<file path="config.mk">
export PLATFORM = sky130hd
export DESIGN_NAME = atc_timer_counters
export DESIGN_NICKNAME = d
export VERILOG_FILES = /design/src/atc_pkg.sv /design/src/atc_timer_counters.sv
export SDC_FILE = /design/constraint.sdc
export NUM_CORES = 1
export LEC_CHECK = 0
export ABC_AREA = 1
export BUFFER_PORTS_ARGS = -buffer_cell sky130_fd_sc_hd__buf_4
export CAP_MARGIN = 10
export CELL_PAD_IN_SITES_DETAIL_PLACEMENT = 1
export CELL_PAD_IN_SITES_GLOBAL_PLACEMENT = 2
export CORE_MARGIN = 8
export CORE_UTILIZATION = 41
export DETAILED_ROUTE_END_ITERATION = 12
export GPL_TIMING_DRIVEN = 0
export PLACE_DENSITY_LB_ADDON = 0.1
export SYNTH_ARGS = -nofsm -noshare
export SYNTH_HDL_FRONTEND = slang
export SYNTH_SLANG_ARGS = --single-unit
</file>
<file path="constraint.sdc">
create_clock -name clk -period 4.3 [get_ports clk]
set_clock_uncertainty 0.1 [all_clocks]
set_input_delay 0.215 -clock clk [delete_from_list [all_inputs] [get_ports clk]]
set_output_delay 0.215 -clock clk [all_outputs]
set_load 0.01 [all_outputs]
</file>
<file path="src/atc_pkg.sv">
// Shared constants, register map and carrier types for the accumulating timer/counter bank
package atc_pkg;
    ////////////////////////////////////////////////////////////////////////////////
    // Timing: 50 MHz system clock, 10 ms base tick, tenth tick from ten base ticks
    localparam int CLK_PERIOD_NS = 20;
    localparam int FAST_TICK_NS = 10_000_000;
    localparam int FAST_TICK_CYC = (FAST_TICK_NS + CLK_PERIOD_NS - 1) / CLK_PERIOD_NS;
    localparam logic [3:0] FAST_PER_SLOW = 4'hA;
    ////////////////////////////////////////////////////////////////////////////////
    // Bus geometry: byte address is four times the word index
    localparam int ADDR_W = 16;
    localparam int IDX_W = 14;
    ////////////////////////////////////////////////////////////////////////////////
    // Slot numbers and memory word indices of current values
    localparam int CNT_BASE = 1000;
    localparam int TA_SLOT = 0;
    localparam int TF_SLOT = 2;
    localparam int UC_SLOT = 0;
    localparam int UD_SLOT = 1;
    localparam int SG_SLOT = 3;
    localparam logic [IDX_W-1:0] W_TA_LO = 14'(TA_SLOT);
    localparam logic [IDX_W-1:0] W_TA_HI = 14'(TA_SLOT + 1);
    localparam logic [IDX_W-1:0] W_TF_LO = 14'(TF_SLOT);
    localparam logic [IDX_W-1:0] W_TF_HI = 14'(TF_SLOT + 1);
    localparam logic [IDX_W-1:0] W_UC = 14'(CNT_BASE + UC_SLOT);
    localparam logic [IDX_W-1:0] W_UD_LO = 14'(CNT_BASE + UD_SLOT);
    localparam logic [IDX_W-1:0] W_UD_HI = 14'(CNT_BASE + UD_SLOT + 1);
    localparam logic [IDX_W-1:0] W_SG = 14'(CNT_BASE + SG_SLOT);
    ////////////////////////////////////////////////////////////////////////////////
    // Control, command, status and preset registers (word indices)
    localparam logic [IDX_W-1:0] IDX_CTRL = 14'h0800;
    localparam logic [IDX_W-1:0] IDX_CMD = 14'h0801;
    localparam logic [IDX_W-1:0] IDX_STATUS = 14'h0802;
    localparam logic [IDX_W-1:0] IDX_TA_PRE = 14'h0804;
    localparam logic [IDX_W-1:0] IDX_TF_PRE = 14'h0805;
    localparam logic [IDX_W-1:0] IDX_UC_PRE = 14'h0806;
    localparam logic [IDX_W-1:0] IDX_UD_PRE = 14'h0807;
    localparam logic [IDX_W-1:0] IDX_SG_PRE = 14'h0808;
    localparam int CMD_SG_CLR_BIT = 0;
    ////////////////////////////////////////////////////////////////////////////////
    // Saturation limits (BCD) and reset values
    localparam logic [31:0] TA_MAX = 32'h99999999;
    localparam logic [31:0] TF_MAX = 32'h09999999;
    localparam logic [31:0] UD_MAX = 32'h99999999;
    localparam logic [15:0] WORD_MAX = 16'h9999;
    localparam logic [31:0] PRE_RST = 32'h00000000;
    ////////////////////////////////////////////////////////////////////////////////
    // Input bits written by the ladder program
    typedef struct packed {
        logic [21:0] rsvd;
        logic sgIn;
        logic udRst;
        logic udDn;
        logic udUp;
        logic ucRst;
        logic ucIn;
        logic tfRst;
        logic tfEn;
        logic taRst;
        logic taEn;
    } atc_ctrl_t;
    // Done bits of the five units
    typedef struct packed {
        logic sg;
        logic ud;
        logic uc;
        logic tf;
        logic ta;
    } atc_done_t;
endpackage

</file>
<file path="src/atc_timer_counters.sv">
// Accumulating timers and event counters with an APB register window
// Operation
// Standard timer steps 0.1 s, max 9999999.9
// Fast timer steps 0.01 s, max 99999.99
// Timer preset and value are 8-digit BCD
// Timer counts only while enabled, else holds
// Timer reset clears and holds at zero
// Timer done when value reaches preset
// Timer uses two consecutive slots
// Timer n value readable at word n
// Up counter increments on rising input
// Up counter reset forces zero
// Up counter saturates at 9999
// Up counter words are 16-bit BCD
// Counter n value at word n+1000
// Counter done when count reaches preset
// Up/down counter: up, down, reset inputs
// Up/down counter uses two consecutive slots
// Stage counter cleared only by command
// Stage counter continues to 9999, holds
// Program keeps unused count input off
// Prescaled ticks, decimal digit carry arithmetic
// Edges found against previous sample
//
// Our own choices: the address map and the APB interface to the registers.
`timescale 1ns/1ps
`default_nettype none
module atc_timer_counters
    import atc_pkg::*;
#(
    parameter int FAST_TICK_CYCLES = atc_pkg::FAST_TICK_CYC
) (
    // Clock and reset
    input wire logic clk,
    input wire logic rst_n,
    // APB slave
    input wire logic psel,
    input wire logic penable,
    input wire logic pwrite,
    input wire logic [atc_pkg::ADDR_W-1:0] paddr,
    input wire logic [31:0] pwdata,
    input wire logic [3:0] pstrb,
    output logic [31:0] prdata,
    output logic pready,
    output logic pslverr,
    // Done bits for the ladder program
    output atc_pkg::atc_done_t doneBits
);
    import atc_pkg::*;

    localparam int PW = $clog2(FAST_TICK_CYCLES + 1);

    ////////////////////////////////////////////////////////////////////////////////
    // BCD helpers
    // Increment with decimal carry from digit to digit
    function automatic logic [31:0] bcdInc(input logic [31:0] v);
        logic [31:0] r;
        logic c;
        r = v;
        c = 1'b1;
        for (int i = 0; i < 8; i++) begin
            if (c) begin
                if (r[4*i +: 4] == 4'h9) begin
                    r[4*i +: 4] = 4'h0;
                end else begin
                    r[4*i +: 4] = r[4*i +: 4] + 4'h1;
                    c = 1'b0;
                end
            end
        end
        return r;
    endfunction

    // Decrement with decimal borrow; callers never pass zero
    function automatic logic [31:0] bcdDec(input logic [31:0] v);
        logic [31:0] r;
        logic b;
        r = v;
        b = 1'b1;
        for (int i = 0; i < 8; i++) begin
            if (b) begin
                if (r[4*i +: 4] == 4'h0) begin
                    r[4*i +: 4] = 4'h9;
                end else begin
                    r[4*i +: 4] = r[4*i +: 4] - 4'h1;
                    b = 1'b0;
                end
            end
        end
        return r;
    endfunction

    // Byte-lane merge for APB writes
    function automatic logic [31:0] merge(input logic [31:0] old, input logic [31:0] wd,
                                          input logic [3:0] st);
        logic [31:0] r;
        r = old;
        for (int i = 0; i < 4; i++) begin
            if (st[i]) begin
                r[8*i +: 8] = wd[8*i +: 8];
            end
        end
        return r;
    endfunction

    ////////////////////////////////////////////////////////////////////////////////
    // State
    logic [PW-1:0] fastCnt_q; // Base tick prescaler
    logic [3:0] slowCnt_q; // Tenth tick divider
    logic fastTick_q; // One-cycle 10 ms enable
    logic slowTick_q; // One-cycle 100 ms enable
    atc_ctrl_t ctrl_q; // Ladder inputs
    atc_ctrl_t prev_q; // Inputs of the previous update cycle
    logic [31:0] taVal_q, tfVal_q, udVal_q; // Double-word BCD current values
    logic [15:0] ucVal_q, sgVal_q; // Single-word BCD current values
    logic [31:0] taPre_q, tfPre_q, udPre_q; // Double-word presets
    logic [15:0] ucPre_q, sgPre_q; // Single-word presets
    logic [31:0] prdata_q;
    logic pready_q;
    logic pslverr_q;
    atc_done_t done_q;

    // Bus decode signals
    logic [IDX_W-1:0] idx;
    logic access;
    logic wrEn;
    logic sgClr;
    logic [31:0] rdData;
    logic rdHit;
    logic wrOk;
    logic ucEdge, udUpEdge, udDnEdge, sgEdge;

    assign idx = paddr[ADDR_W-1:2];
    assign access = psel && penable && !pready_q;
    assign wrEn = psel && penable && pready_q && pwrite && wrOk;
    assign sgClr = wrEn && (idx == IDX_CMD) && pstrb[0] && pwdata[CMD_SG_CLR_BIT];

    ////////////////////////////////////////////////////////////////////////////////
    // Prescaler: a 10 ms enable and a 100 ms enable from the system clock
    always_ff @(posedge clk or negedge rst_n) begin
        if (!rst_n) begin
            fastCnt_q <= '0;
            fastTick_q <= 1'b0;
        end else if (fastCnt_q == PW'(FAST_TICK_CYCLES - 1)) begin
            fastCnt_q <= '0;
            fastTick_q <= 1'b1;
        end else begin
            fastCnt_q <= fastCnt_q + 1'b1;
            fastTick_q <= 1'b0;
        end
    end

    // Tenth tick follows every tenth base tick one cycle later so both bases stay phase locked
    always_ff @(posedge clk or negedge rst_n) begin
        if (!rst_n) begin
            slowCnt_q <= 4'h0;
            slowTick_q <= 1'b0;
        end else if (fastTick_q && slowCnt_q == FAST_PER_SLOW - 4'h1) begin
            slowCnt_q <= 4'h0;
            slowTick_q <= 1'b1;
        end else begin
            slowCnt_q <= fastTick_q ? slowCnt_q + 4'h1 : slowCnt_q;
            slowTick_q <= 1'b0;
        end
    end

    ////////////////////////////////////////////////////////////////////////////////
    // Edge detection against the previous sample of each count input
    always_ff @(posedge clk or negedge rst_n) begin
        if (!rst_n) begin
            prev_q <= '0;
        end else begin
            prev_q <= ctrl_q;
        end
    end

    assign ucEdge = ctrl_q.ucIn && !prev_q.ucIn;
    assign udUpEdge = ctrl_q.udUp && !prev_q.udUp;
    assign udDnEdge = ctrl_q.udDn && !prev_q.udDn;
    assign sgEdge = ctrl_q.sgIn && !prev_q.sgIn;

    ////////////////////////////////////////////////////////////////////////////////
    // Accumulating timers: reset wins, enable gates the tick, value holds otherwise
    always_ff @(posedge clk or negedge rst_n) begin
        if (!rst_n) begin
            taVal_q <= '0;
        end else if (ctrl_q.taRst) begin
            taVal_q <= '0;
        end else if (ctrl_q.taEn && slowTick_q && taVal_q != TA_MAX) begin
            taVal_q <= bcdInc(taVal_q);
        end
    end

    always_ff @(posedge clk or negedge rst_n) begin
        if (!rst_n) begin
            tfVal_q <= '0;
        end else if (ctrl_q.tfRst) begin
            tfVal_q <= '0;
        end else if (ctrl_q.tfEn && fastTick_q && tfVal_q != TF_MAX) begin
            tfVal_q <= bcdInc(tfVal_q);
        end
    end

    ////////////////////////////////////////////////////////////////////////////////
    // Up counter: counts rising edges, saturates, level reset holds it at zero
    always_ff @(posedge clk or negedge rst_n) begin
        if (!rst_n) begin
            ucVal_q <= '0;
        end else if (ctrl_q.ucRst) begin
            ucVal_q <= '0;
        end else if (ucEdge && ucVal_q != WORD_MAX) begin
            ucVal_q <= 16'(bcdInc({16'h0000, ucVal_q}));
        end
    end

    // Up/down counter: an edge only counts while the opposite input is off
    always_ff @(posedge clk or negedge rst_n) begin
        if (!rst_n) begin
            udVal_q <= '0;
        end else if (ctrl_q.udRst) begin
            udVal_q <= '0;
        end else if (udUpEdge && !ctrl_q.udDn && udVal_q != UD_MAX) begin
            udVal_q <= bcdInc(udVal_q);
        end else if (udDnEdge && !ctrl_q.udUp && udVal_q != '0) begin
            udVal_q <= bcdDec(udVal_q);
        end
    end

    // Stage counter: no reset input; only the clear command zeroes it
    always_ff @(posedge clk or negedge rst_n) begin
        if (!rst_n) begin
            sgVal_q <= '0;
        end else if (sgClr) begin
            sgVal_q <= '0;
        end else if (sgEdge && sgVal_q != WORD_MAX) begin
            sgVal_q <= 16'(bcdInc({16'h0000, sgVal_q}));
        end
    end

    ////////////////////////////////////////////////////////////////////////////////
    // Done bits: valid BCD orders like binary, so a plain compare suffices
    always_ff @(posedge clk or negedge rst_n) begin
        if (!rst_n) begin
            done_q <= '0;
        end else begin
            done_q.ta <= taVal_q >= taPre_q;
            done_q.tf <= tfVal_q >= tfPre_q;
            done_q.uc <= ucVal_q >= ucPre_q;
            done_q.ud <= udVal_q >= udPre_q;
            done_q.sg <= sgVal_q >= sgPre_q;
        end
    end

    ////////////////////////////////////////////////////////////////////////////////
    // Writable registers: control inputs and presets
    always_ff @(posedge clk or negedge rst_n) begin
        if (!rst_n) begin
            ctrl_q <= '0;
            taPre_q <= PRE_RST;
            tfPre_q <= PRE_RST;
            udPre_q <= PRE_RST;
            ucPre_q <= PRE_RST[15:0];
            sgPre_q <= PRE_RST[15:0];
        end else if (wrEn) begin
            if (idx == IDX_CTRL) begin
                ctrl_q <= atc_ctrl_t'({22'h0, 10'(merge(ctrl_q, pwdata, pstrb))});
            end else if (idx == IDX_TA_PRE) begin
                taPre_q <= merge(taPre_q, pwdata, pstrb);
            end else if (idx == IDX_TF_PRE) begin
                tfPre_q <= merge(tfPre_q, pwdata, pstrb);
            end else if (idx == IDX_UD_PRE) begin
                udPre_q <= merge(udPre_q, pwdata, pstrb);
            end else if (idx == IDX_UC_PRE) begin
                ucPre_q <= 16'(merge({16'h0000, ucPre_q}, pwdata, pstrb));
            end else if (idx == IDX_SG_PRE) begin
                sgPre_q <= 16'(merge({16'h0000, sgPre_q}, pwdata, pstrb));
            end
        end
    end

    ////////////////////////////////////////////////////////////////////////////////
    // Read decode; double-word values put the low four digits in slot n, high in n+1
    always_comb begin
        rdData = '0;
        rdHit = 1'b1;
        wrOk = 1'b0;
        if (idx == W_TA_LO) begin
            rdData = {16'h0000, taVal_q[15:0]};
        end else if (idx == W_TA_HI) begin
            rdData = {16'h0000, taVal_q[31:16]};
        end else if (idx == W_TF_LO) begin
            rdData = {16'h0000, tfVal_q[15:0]};
        end else if (idx == W_TF_HI) begin
            rdData = {16'h0000, tfVal_q[31:16]};
        end else if (idx == W_UC) begin
            rdData = {16'h0000, ucVal_q};
        end else if (idx == W_UD_LO) begin
            rdData = {16'h0000, udVal_q[15:0]};
        end else if (idx == W_UD_HI) begin
            rdData = {16'h0000, udVal_q[31:16]};
        end else if (idx == W_SG) begin
            rdData = {16'h0000, sgVal_q};
        end else if (idx == IDX_CTRL) begin
            rdData = ctrl_q;
            wrOk = 1'b1;
        end else if (idx == IDX_CMD) begin
            wrOk = 1'b1; // Command word reads as zero
        end else if (idx == IDX_STATUS) begin
            rdData = {27'h0, done_q};
        end else if (idx == IDX_TA_PRE) begin
            rdData = taPre_q;
            wrOk = 1'b1;
        end else if (idx == IDX_TF_PRE) begin
            rdData = tfPre_q;
            wrOk = 1'b1;
        end else if (idx == IDX_UC_PRE) begin
            rdData = {16'h0000, ucPre_q};
            wrOk = 1'b1;
        end else if (idx == IDX_UD_PRE) begin
            rdData = udPre_q;
            wrOk = 1'b1;
        end else if (idx == IDX_SG_PRE) begin
            rdData = {16'h0000, sgPre_q};
            wrOk = 1'b1;
        end else begin
            rdHit = 1'b0; // Unmapped word
        end
    end

    ////////////////////////////////////////////////////////////////////////////////
    // APB answer: one wait state, so pready and data both come from flops
    always_ff @(posedge clk or negedge rst_n) begin
        if (!rst_n) begin
            pready_q <= 1'b0;
            pslverr_q <= 1'b0;
            prdata_q <= '0;
        end else begin
            pready_q <= access;
            pslverr_q <= access && (!rdHit || (pwrite && !wrOk));
            if (access && !pwrite) begin
                prdata_q <= rdData;
            end
        end
    end

    assign prdata = prdata_q;
    assign pready = pready_q;
    assign pslverr = pslverr_q;
    assign doneBits = done_q;
endmodule
`default_nettype wire

</file>
==> metrics.txt, run 1 <==
status completed; area occupied by multi-input gates 11700 sq um; H-tree depth 2; Worst R2R Start ucVal_q[1]$_DFFE_PN0P_; Hold Path Sink taPre_q[1]$_DFFE_PN0P_; GPL Wtd Cong 0.952; CTS tree built; total grt overflow 0; RSZ-0062 raised after global routing false; global-route wire length before repair 127 mm; # IOs 96; WHS 0.0192 ns; clk buf depth 3; slowest cell delay on critical path 0.69 ns; fmax 326 MHz; root buf cell clkbuf_16; final hold violations 0; Die Y 247 um; Startpoint Class flip-flop; Post-Synthesis Cells 2837; # fillers 6632; DR DRC count 0; Hold Startpoint pwdata[1]; pwr dens 277 nW/um^2; Slew HR 21.7%; Yosys cell types 62; TritonRoute pass-1 iters 5; Tmin final 3.07 ns; initial DRC count 1151; average size of a mapped cell 7.74 sq um; CP Capture Type flip-flop; CP arrival 3.46 ns; Skew-Pair Late Insertion Delay 0.59 ns; worst r2r dst ucVal_q[14]$_DFFE_PN0P_; CP bufs+invs 2; critical path fanouts, max 6; yosys warns 0; critical path's slowest cell o41ai_1; Main synth FF type dfrtp_1; register bit count reported by yosys 334; Hold Path Stages 3; flop2flop setup slack 1.23 ns; max-slew violation count 0; Comb pwr share 3.4%; Vias 20490; Reg power frac 44.7%; mapped cell area 22000 sq um; clock network power share 51.9%; Vias/cell 5.48; final wirelength 82.0 mm; Area Overhead vs Synth 15.5%; P_leak 12.5 nW; net count after synthesis 3098; post-synthesis sequential area ratio 38.0%; crit path kind reg -> reg; Setup-failing EPs final 0; Required @ worst endpoint 4.69 ns; Non-Filler Instances 3741; post-CTS setup buffers 0; Die Area 61200 sq um; P_sw 1.70 mW; initial antenna violation count 3; internal power 5.34 mW; routed len/inst 21.9 um; Final Power 7.04 mW; register area 8360 sq um; asr flop ratio synth 100%; reg2reg path depth 12; hpwl dp 65.4 mm; gr usage total 27.0%; antenna viol nets, final 0; Clock transition at path regs 0.06 ns; worst slack, placed 0.913 ns; # Max-Cap Violations 0; ant diodes 0; Least-Margin Pin Slew 1.17 ns; final worst setup slack 1.23 ns; cells along the critical path inv_1, ha_1, nand3_1, o41ai_1, nand2_1, nand2_1, nor2_1, inv_1, nor2_1, nand2_1, nor2_1, nor3_1; Sink Count 334; largest net degree at the start of global routing 114; Row Count 85; cts bufs inserted 43; share of post-route cells with drive strength above 1 10.3%; period utilisation layout 71.4%; Sw Share 24.2%; CP delay by family, top simple AND/OR/NAND/NOR gates; VDD IR max 0.308 mV; Worst Hold Class in -> reg; EDFF count, synth 0; total negative slack 0 ns; Die W 247 um; vias in the first global route 21483; Initial Utilization 41.1%; fin nets 3273; Inst Count DP 3629; Port Buf Inserts 93; core box area 53400 sq um
==> routing by layer <==
metal  routed length, um  vias up  global-route usage [%]  part of all wire, %
met5                  13        -                       0                0.016
met1               37000    10236                    36.1                   45
li1                    -     9717                       -                    -
met3                3300      130                    2.91                  4.0
met4                3010        2                    9.33                  3.7
met2               38700      405                    45.0                   47
==> sequential cells by signal (all words and copies together), names as in the netlist <==
| register | count |
|---|---|
| ucPre_q | 16 |
| fastCnt_q | 19 |
| slowTick_q | 1 |
| udVal_q | 32 |
| pslverr | 1 |
| tfPre_q | 32 |
| taPre_q | 32 |
| slowCnt_q | 4 |
| doneBits | 5 |
| tfVal_q | 32 |
| udPre_q | 32 |
| ucVal_q | 16 |
| ctrl_q | 10 |
| taVal_q | 32 |
| prdata | 32 |
| sgPre_q | 16 |
| prev_q | 4 |
| fastTick_q | 1 |
| sgVal_q | 16 |
| pready | 1 |
==> power groups by stage <==
stage	Combinational (mW)	Sequential, mW	Clock, mW
4_1_cts	0.242	3.15	3.74
5_1_grt	0.262	3.15	3.84
3_3_place_gp	0.201	3.21	0
2_1_floorplan	0.0489	3.21	0
3_5_place_dp	0.216	3.21	0
6_report	0.237	3.15	3.65
==> worst max-delay path by stage <==
| stage | slack [ns] | cells past startpoint | end | startpoint |
|---|---|---|---|---|
| after global routing | 0.96 | 18 | tfVal_q[11]$_DFFE_PN0P_ | tfVal_q[1]$_DFFE_PN0P_ |
| after detailed placement | 0.91 | 16 | prdata[5]$_DFFE_PN0P_ | paddr[15] |
| after floorplan | 1.96 | 18 | udVal_q[21]$_DFFE_PN0P_ | udVal_q[8]$_DFFE_PN0P_ |
| after CTS | 1.25 | 18 | tfVal_q[11]$_DFFE_PN0P_ | tfVal_q[1]$_DFFE_PN0P_ |
| after global placement | -0.53 | 1 | udPre_q[30]$_DFFE_PN0P_ | rst_n |
| final | 1.23 | 12 | ucVal_q[14]$_DFFE_PN0P_ | ucVal_q[1]$_DFFE_PN0P_ |
==> synth_stat cells (5+ instances only) <==
| master | count | area, sq um |
|---|---|---|
| xnor2_1 | 21 | 184 |
| o221ai_1 | 17 | 149 |
| nand2_1 | 666 | 2500 |
| nand2_4 | 9 | 101 |
| clkbuf_1 | 28 | 105 |
| nor2_1 | 143 | 537 |
| nor4_1 | 6 | 37.5 |
| nor2_2 | 7 | 43.8 |
| inv_1 | 415 | 1560 |
| o211ai_1 | 16 | 120 |
| o31ai_1 | 7 | 52.6 |
| nand3_1 | 132 | 661 |
| o22ai_1 | 39 | 244 |
| ha_1 | 204 | 2550 |
| a21oi_1 | 177 | 886 |
| buf_4 | 5 | 37.5 |
| inv_2 | 22 | 82.6 |
| o21ai_0 | 266 | 1330 |
| dfrtp_1 | 334 | 8360 |
| nor3_2 | 6 | 60.1 |
| o21a_1 | 6 | 45.0 |
| o21ai_2 | 33 | 289 |
| buf_2 | 14 | 70.1 |
| nand4_1 | 42 | 263 |
| a31oi_1 | 12 | 75.1 |
| xor2_1 | 45 | 394 |
| nand2_2 | 15 | 93.8 |
| nor2_4 | 10 | 113 |
| nor3_1 | 48 | 240 |
| nor3_4 | 5 | 81.3 |
| o21ai_1 | 26 | 130 |
==> logic make-up (layout without fill, tap and decap cells) <==
group                      after synthesis  in the layout  share of synthesized area [%]
muxes                                    1              1                         0.0456
DFF                                    334            334                           38.0
buffers and inverters                  496            704                           8.80
adders and majority gates              204            204                           11.6
and+or+nand+nor                       1109           1109                           22.6
AOI/OAI and AO/OA                      627            627                           16.3
xor gates and xnor gates                66             66                           2.63
==> what timing repair did <==
action | in CTS | in global routing
gates resized for setup | 0 | 0
hold buffers | 34 | 0
endpoints found under the hold margin | 327 | 0
==> per-stage QoR <==
| stage | util (%) | cell area, sq um |
|---|---|---|
| 2_1_floorplan | - | 22000 |
| 3_3_place_gp | 44.1 | 23500 |
| 3_5_place_dp | 44.3 | 23600 |
| 4_1_cts | 47.5 | 25400 |
| 5_1_grt | 47.5 | 25400 |
| 6_report | 47.5 | 25400 |
==> tightest hold or removal path, stage by stage <==
cell and delay, ns:
buf_4 0.07, inv_1 0.18, o21ai_2 0.19
==> layout by cell type (no fill, tap or decap), types with 14 or more instances in the layout <==
cell type      synthesis  layout
nor2_1               143     143
xor2_1                45      45
xnor2_1               21      21
nand3_1              132     132
nand2_1              666     666
clkbuf_16              0      43
ha_1                 204     204
inv_1                415     415
buf_4                  5      97
o22ai_1               39      39
o21ai_1               26      26
buf_2                 14      14
o211ai_1              16      16
clkbuf_1              28      37
inv_2                 22      22
nand2_2               15      15
nand4_1               42      42
o221ai_1              17      17
o21ai_2               33      33
dlygate4sd3_1          0      34
a21oi_1              177     177
o21ai_0              266     266
dfrtp_1              334     334
nor3_1                48      48
==> final cells by class <==
cell class	instances	share of cell area, %
inverter	443	6.57
clock buffer	60	4.81
tap	696	3.43
sequential	334	32.9
multi-input combinational	2007	46.0
clock inverter	18	0.769
buffer	53	1.05
timing repair buffer	130	4.45
(Power assumes the default switching activity.)
==> run 2: changes to the inputs <==
--- a/config.mk
+++ b/config.mk
@@ -11,7 +11,7 @@
 export CELL_PAD_IN_SITES_DETAIL_PLACEMENT = 1
 export CELL_PAD_IN_SITES_GLOBAL_PLACEMENT = 2
 export CORE_MARGIN = 8
-export CORE_UTILIZATION = 41
+export CORE_UTILIZATION = 38
 export DETAILED_ROUTE_END_ITERATION = 12
 export GPL_TIMING_DRIVEN = 0
 export PLACE_DENSITY_LB_ADDON = 0.1
==> constraint.sdc (replaced) <==
create_clock -name clk -period 3.2 [get_ports clk]
set_clock_uncertainty 0.1 [all_clocks]
set_input_delay 0.16 -clock clk [delete_from_list [all_inputs] [get_ports clk]]
set_output_delay 0.16 -clock clk [all_outputs]
set_load 0.01 [all_outputs]
==> metrics.txt, run 2 (synthesized netlist as in run 1, its figures left out) <==
gr usage total 25.0% (-2.0 points); Worst Hold Class in -> reg; GPL Wtd Cong 0.911 (-4.3%); Least-Margin Pin Slew 1.05 ns (-0.111 ns); Clock transition at path regs 0.05 ns (about the same); Initial Utilization 38.2% (-2.9 points); met2 usage 41.8% (-3.2 points); met3 Use GR 3.26% (+0.36 points); pwr dens 379 nW/um^2 (+37%); routed len/inst 21.9 um (-0.29%); WHS 0.0428 ns (+0.0236 ns); total grt overflow 0 (unchanged); TritonRoute pass-1 iters 5 (unchanged); fmax 327 MHz; Required @ worst endpoint 3.60 ns (-1.09 ns); leading cell type in the layout, fill and taps excluded nand2_1; CP Capture Type flip-flop; Tmin final 3.06 ns; most frequent cells in the layout nand2_1 (665), inv_1 (413), dfrtp_1 (329); final hold violations 0 (unchanged); Port Buf Inserts 93 (unchanged); core box area 57500 sq um (+7.7%); Area Overhead vs Synth 16.9%; root buf cell clkbuf_16; H-tree depth 2 (unchanged); antenna viol nets, final 0 (unchanged); CP arrival 3.46 ns (about the same); Startpoint Class input pin; VDD IR max 0.328 mV (+6.5%); max-slew violation count 0 (unchanged); Die Y 256 um (+3.6%); Slew HR 29.2% (+7.5 points); critical path fanouts, max 10 (+4); final wirelength 83.4 mm (+1.7%); global route hottest layer met2; global-route wire length before repair 129 mm (+2.0%); Vias 20584 (+0.46%); share of post-route cells with drive strength above 1 10.8% (+0.53 points); vias in the first global route 21639 (+0.73%); Sink Count 334 (unchanged); Skew-Pair Late Insertion Delay 0.58 ns (about the same); DR DRC count 0 (unchanged); hpwl dp 66.7 mm (+2.0%); GR Util met1 33.5% (-2.6 points); # fillers 7033 (+6.0%); clk buf depth 3 (unchanged); fin nets 3282 (+0.27%); Setup-failing EPs final 0 (unchanged); period utilisation layout 95.7%; # Max-Cap Violations 0 (unchanged); cts bufs inserted 42 (-2.3%); initial DRC count 1141 (-0.87%); ant diodes 0 (unchanged); crit path kind in -> reg; total negative slack 0 ns (unchanged); Vias/cell 5.39 (-1.5%); # IOs 96 (unchanged); CTS tree built; Die W 256 um (+3.6%); initial antenna violation count 1 (-2); final core occ 44.7% (-2.9 points); final worst setup slack 0.139 ns (-1.09 ns); largest net degree at the start of global routing 97 (-15%); P_leak 12.6 nW (+0.83%); Die Area 65800 sq um (+7.4%); Row Count 88 (+3.5%); worst slack, placed -0.275 ns (-1.19 ns); status completed
## run 2: changes by cell type in the layout (fill, tap and decap cells not counted), moves of 4 or more
cell           delta
bufinv_16         +4
clkbuf_1          -5
dlygate4sd3_1     +8
dfrtp_2           +5
dfrtp_1           -5
## run 2: metrics by stage
step | instances | instance area [sq um] | power, mW
final | 3817 | 25700 | 9.74
after floorplan | 2837 | 22000 | 4.38
after detailed placement | 3698 | 23700 | 4.60
after global routing | 3817 | 25700 | 10.0
after global placement | 3695 | 23600 | 4.58
after CTS | 3815 | 25600 | 9.86
## run 2: per-layer routing
metal	wire length [um]	share of wire [%]
met2	39500	47
met5	0	0
met3	3460	4.1
met4	2480	3.0
met1	38000	46
## run 2: worst max-delay path, cell delays in order
cell,delay [ns]
buf_4,0.11
nor2_2,0.38
nand3_4,0.25
nor2_4,0.26
nand2_1,0.31
nand3_2,0.19
nand2_4,0.13
nor3_4,0.58
nand2_4,0.18
buf_6,0.22
o21ai_2,0.10
dlygate4sd3_1,0.56
## run 2: final timing paths
path	slack (ns)	endpoint	startpoint	cells after the start
hold reg to reg	0.31	prev_q[4]$_DFF_PN0_	ctrl_q[4]$_DFFE_PN0P_	0
max in group asynchronous	1.96	taPre_q[19]$_DFFE_PN0P_	rst_n	3
hold / removal	0.04	taPre_q[31]$_DFFE_PN0P_	pstrb[3]	6
setup reg to reg	0.24	udVal_q[21]$_DFFE_PN0P_	udVal_q[12]$_DFFE_PN0P_	16
setup / recovery	0.14	taPre_q[17]$_DFFE_PN0P_	paddr[15]	12
min in group asynchronous	0.05	sgVal_q[9]$_DFFE_PN0P_	rst_n	2
## run 2: report_power, final
part / switching (mW) / internal, mW / leakage, nW
sequential: 0.00281 / 4.23 / 4.62
clock: 2.07 / 3.11 / 0.716
combinational: 0.221 / 0.103 / 7.26
total: 2.30 / 7.44 / 12.6
## run 2: final cells by class
cell class	instances	area [sq um]	share of cell area, %
clock inverter	20	292	1.13
clock buffer	55	1190	4.63
sequential	334	8360	32.6
inverter	443	1670	6.49
multi-input combinational	2007	11700	45.7
buffer	53	265	1.03
tap	765	957	3.73
timing repair buffer	140	1220	4.76
## run 2: timing repair
action	4_1_cts	5_1_grt
hold endpoints to repair	293	0
hold buffers	42	0
resized for setup	2	16
endpoints found under the setup margin	4	39
buffers inserted	0	2
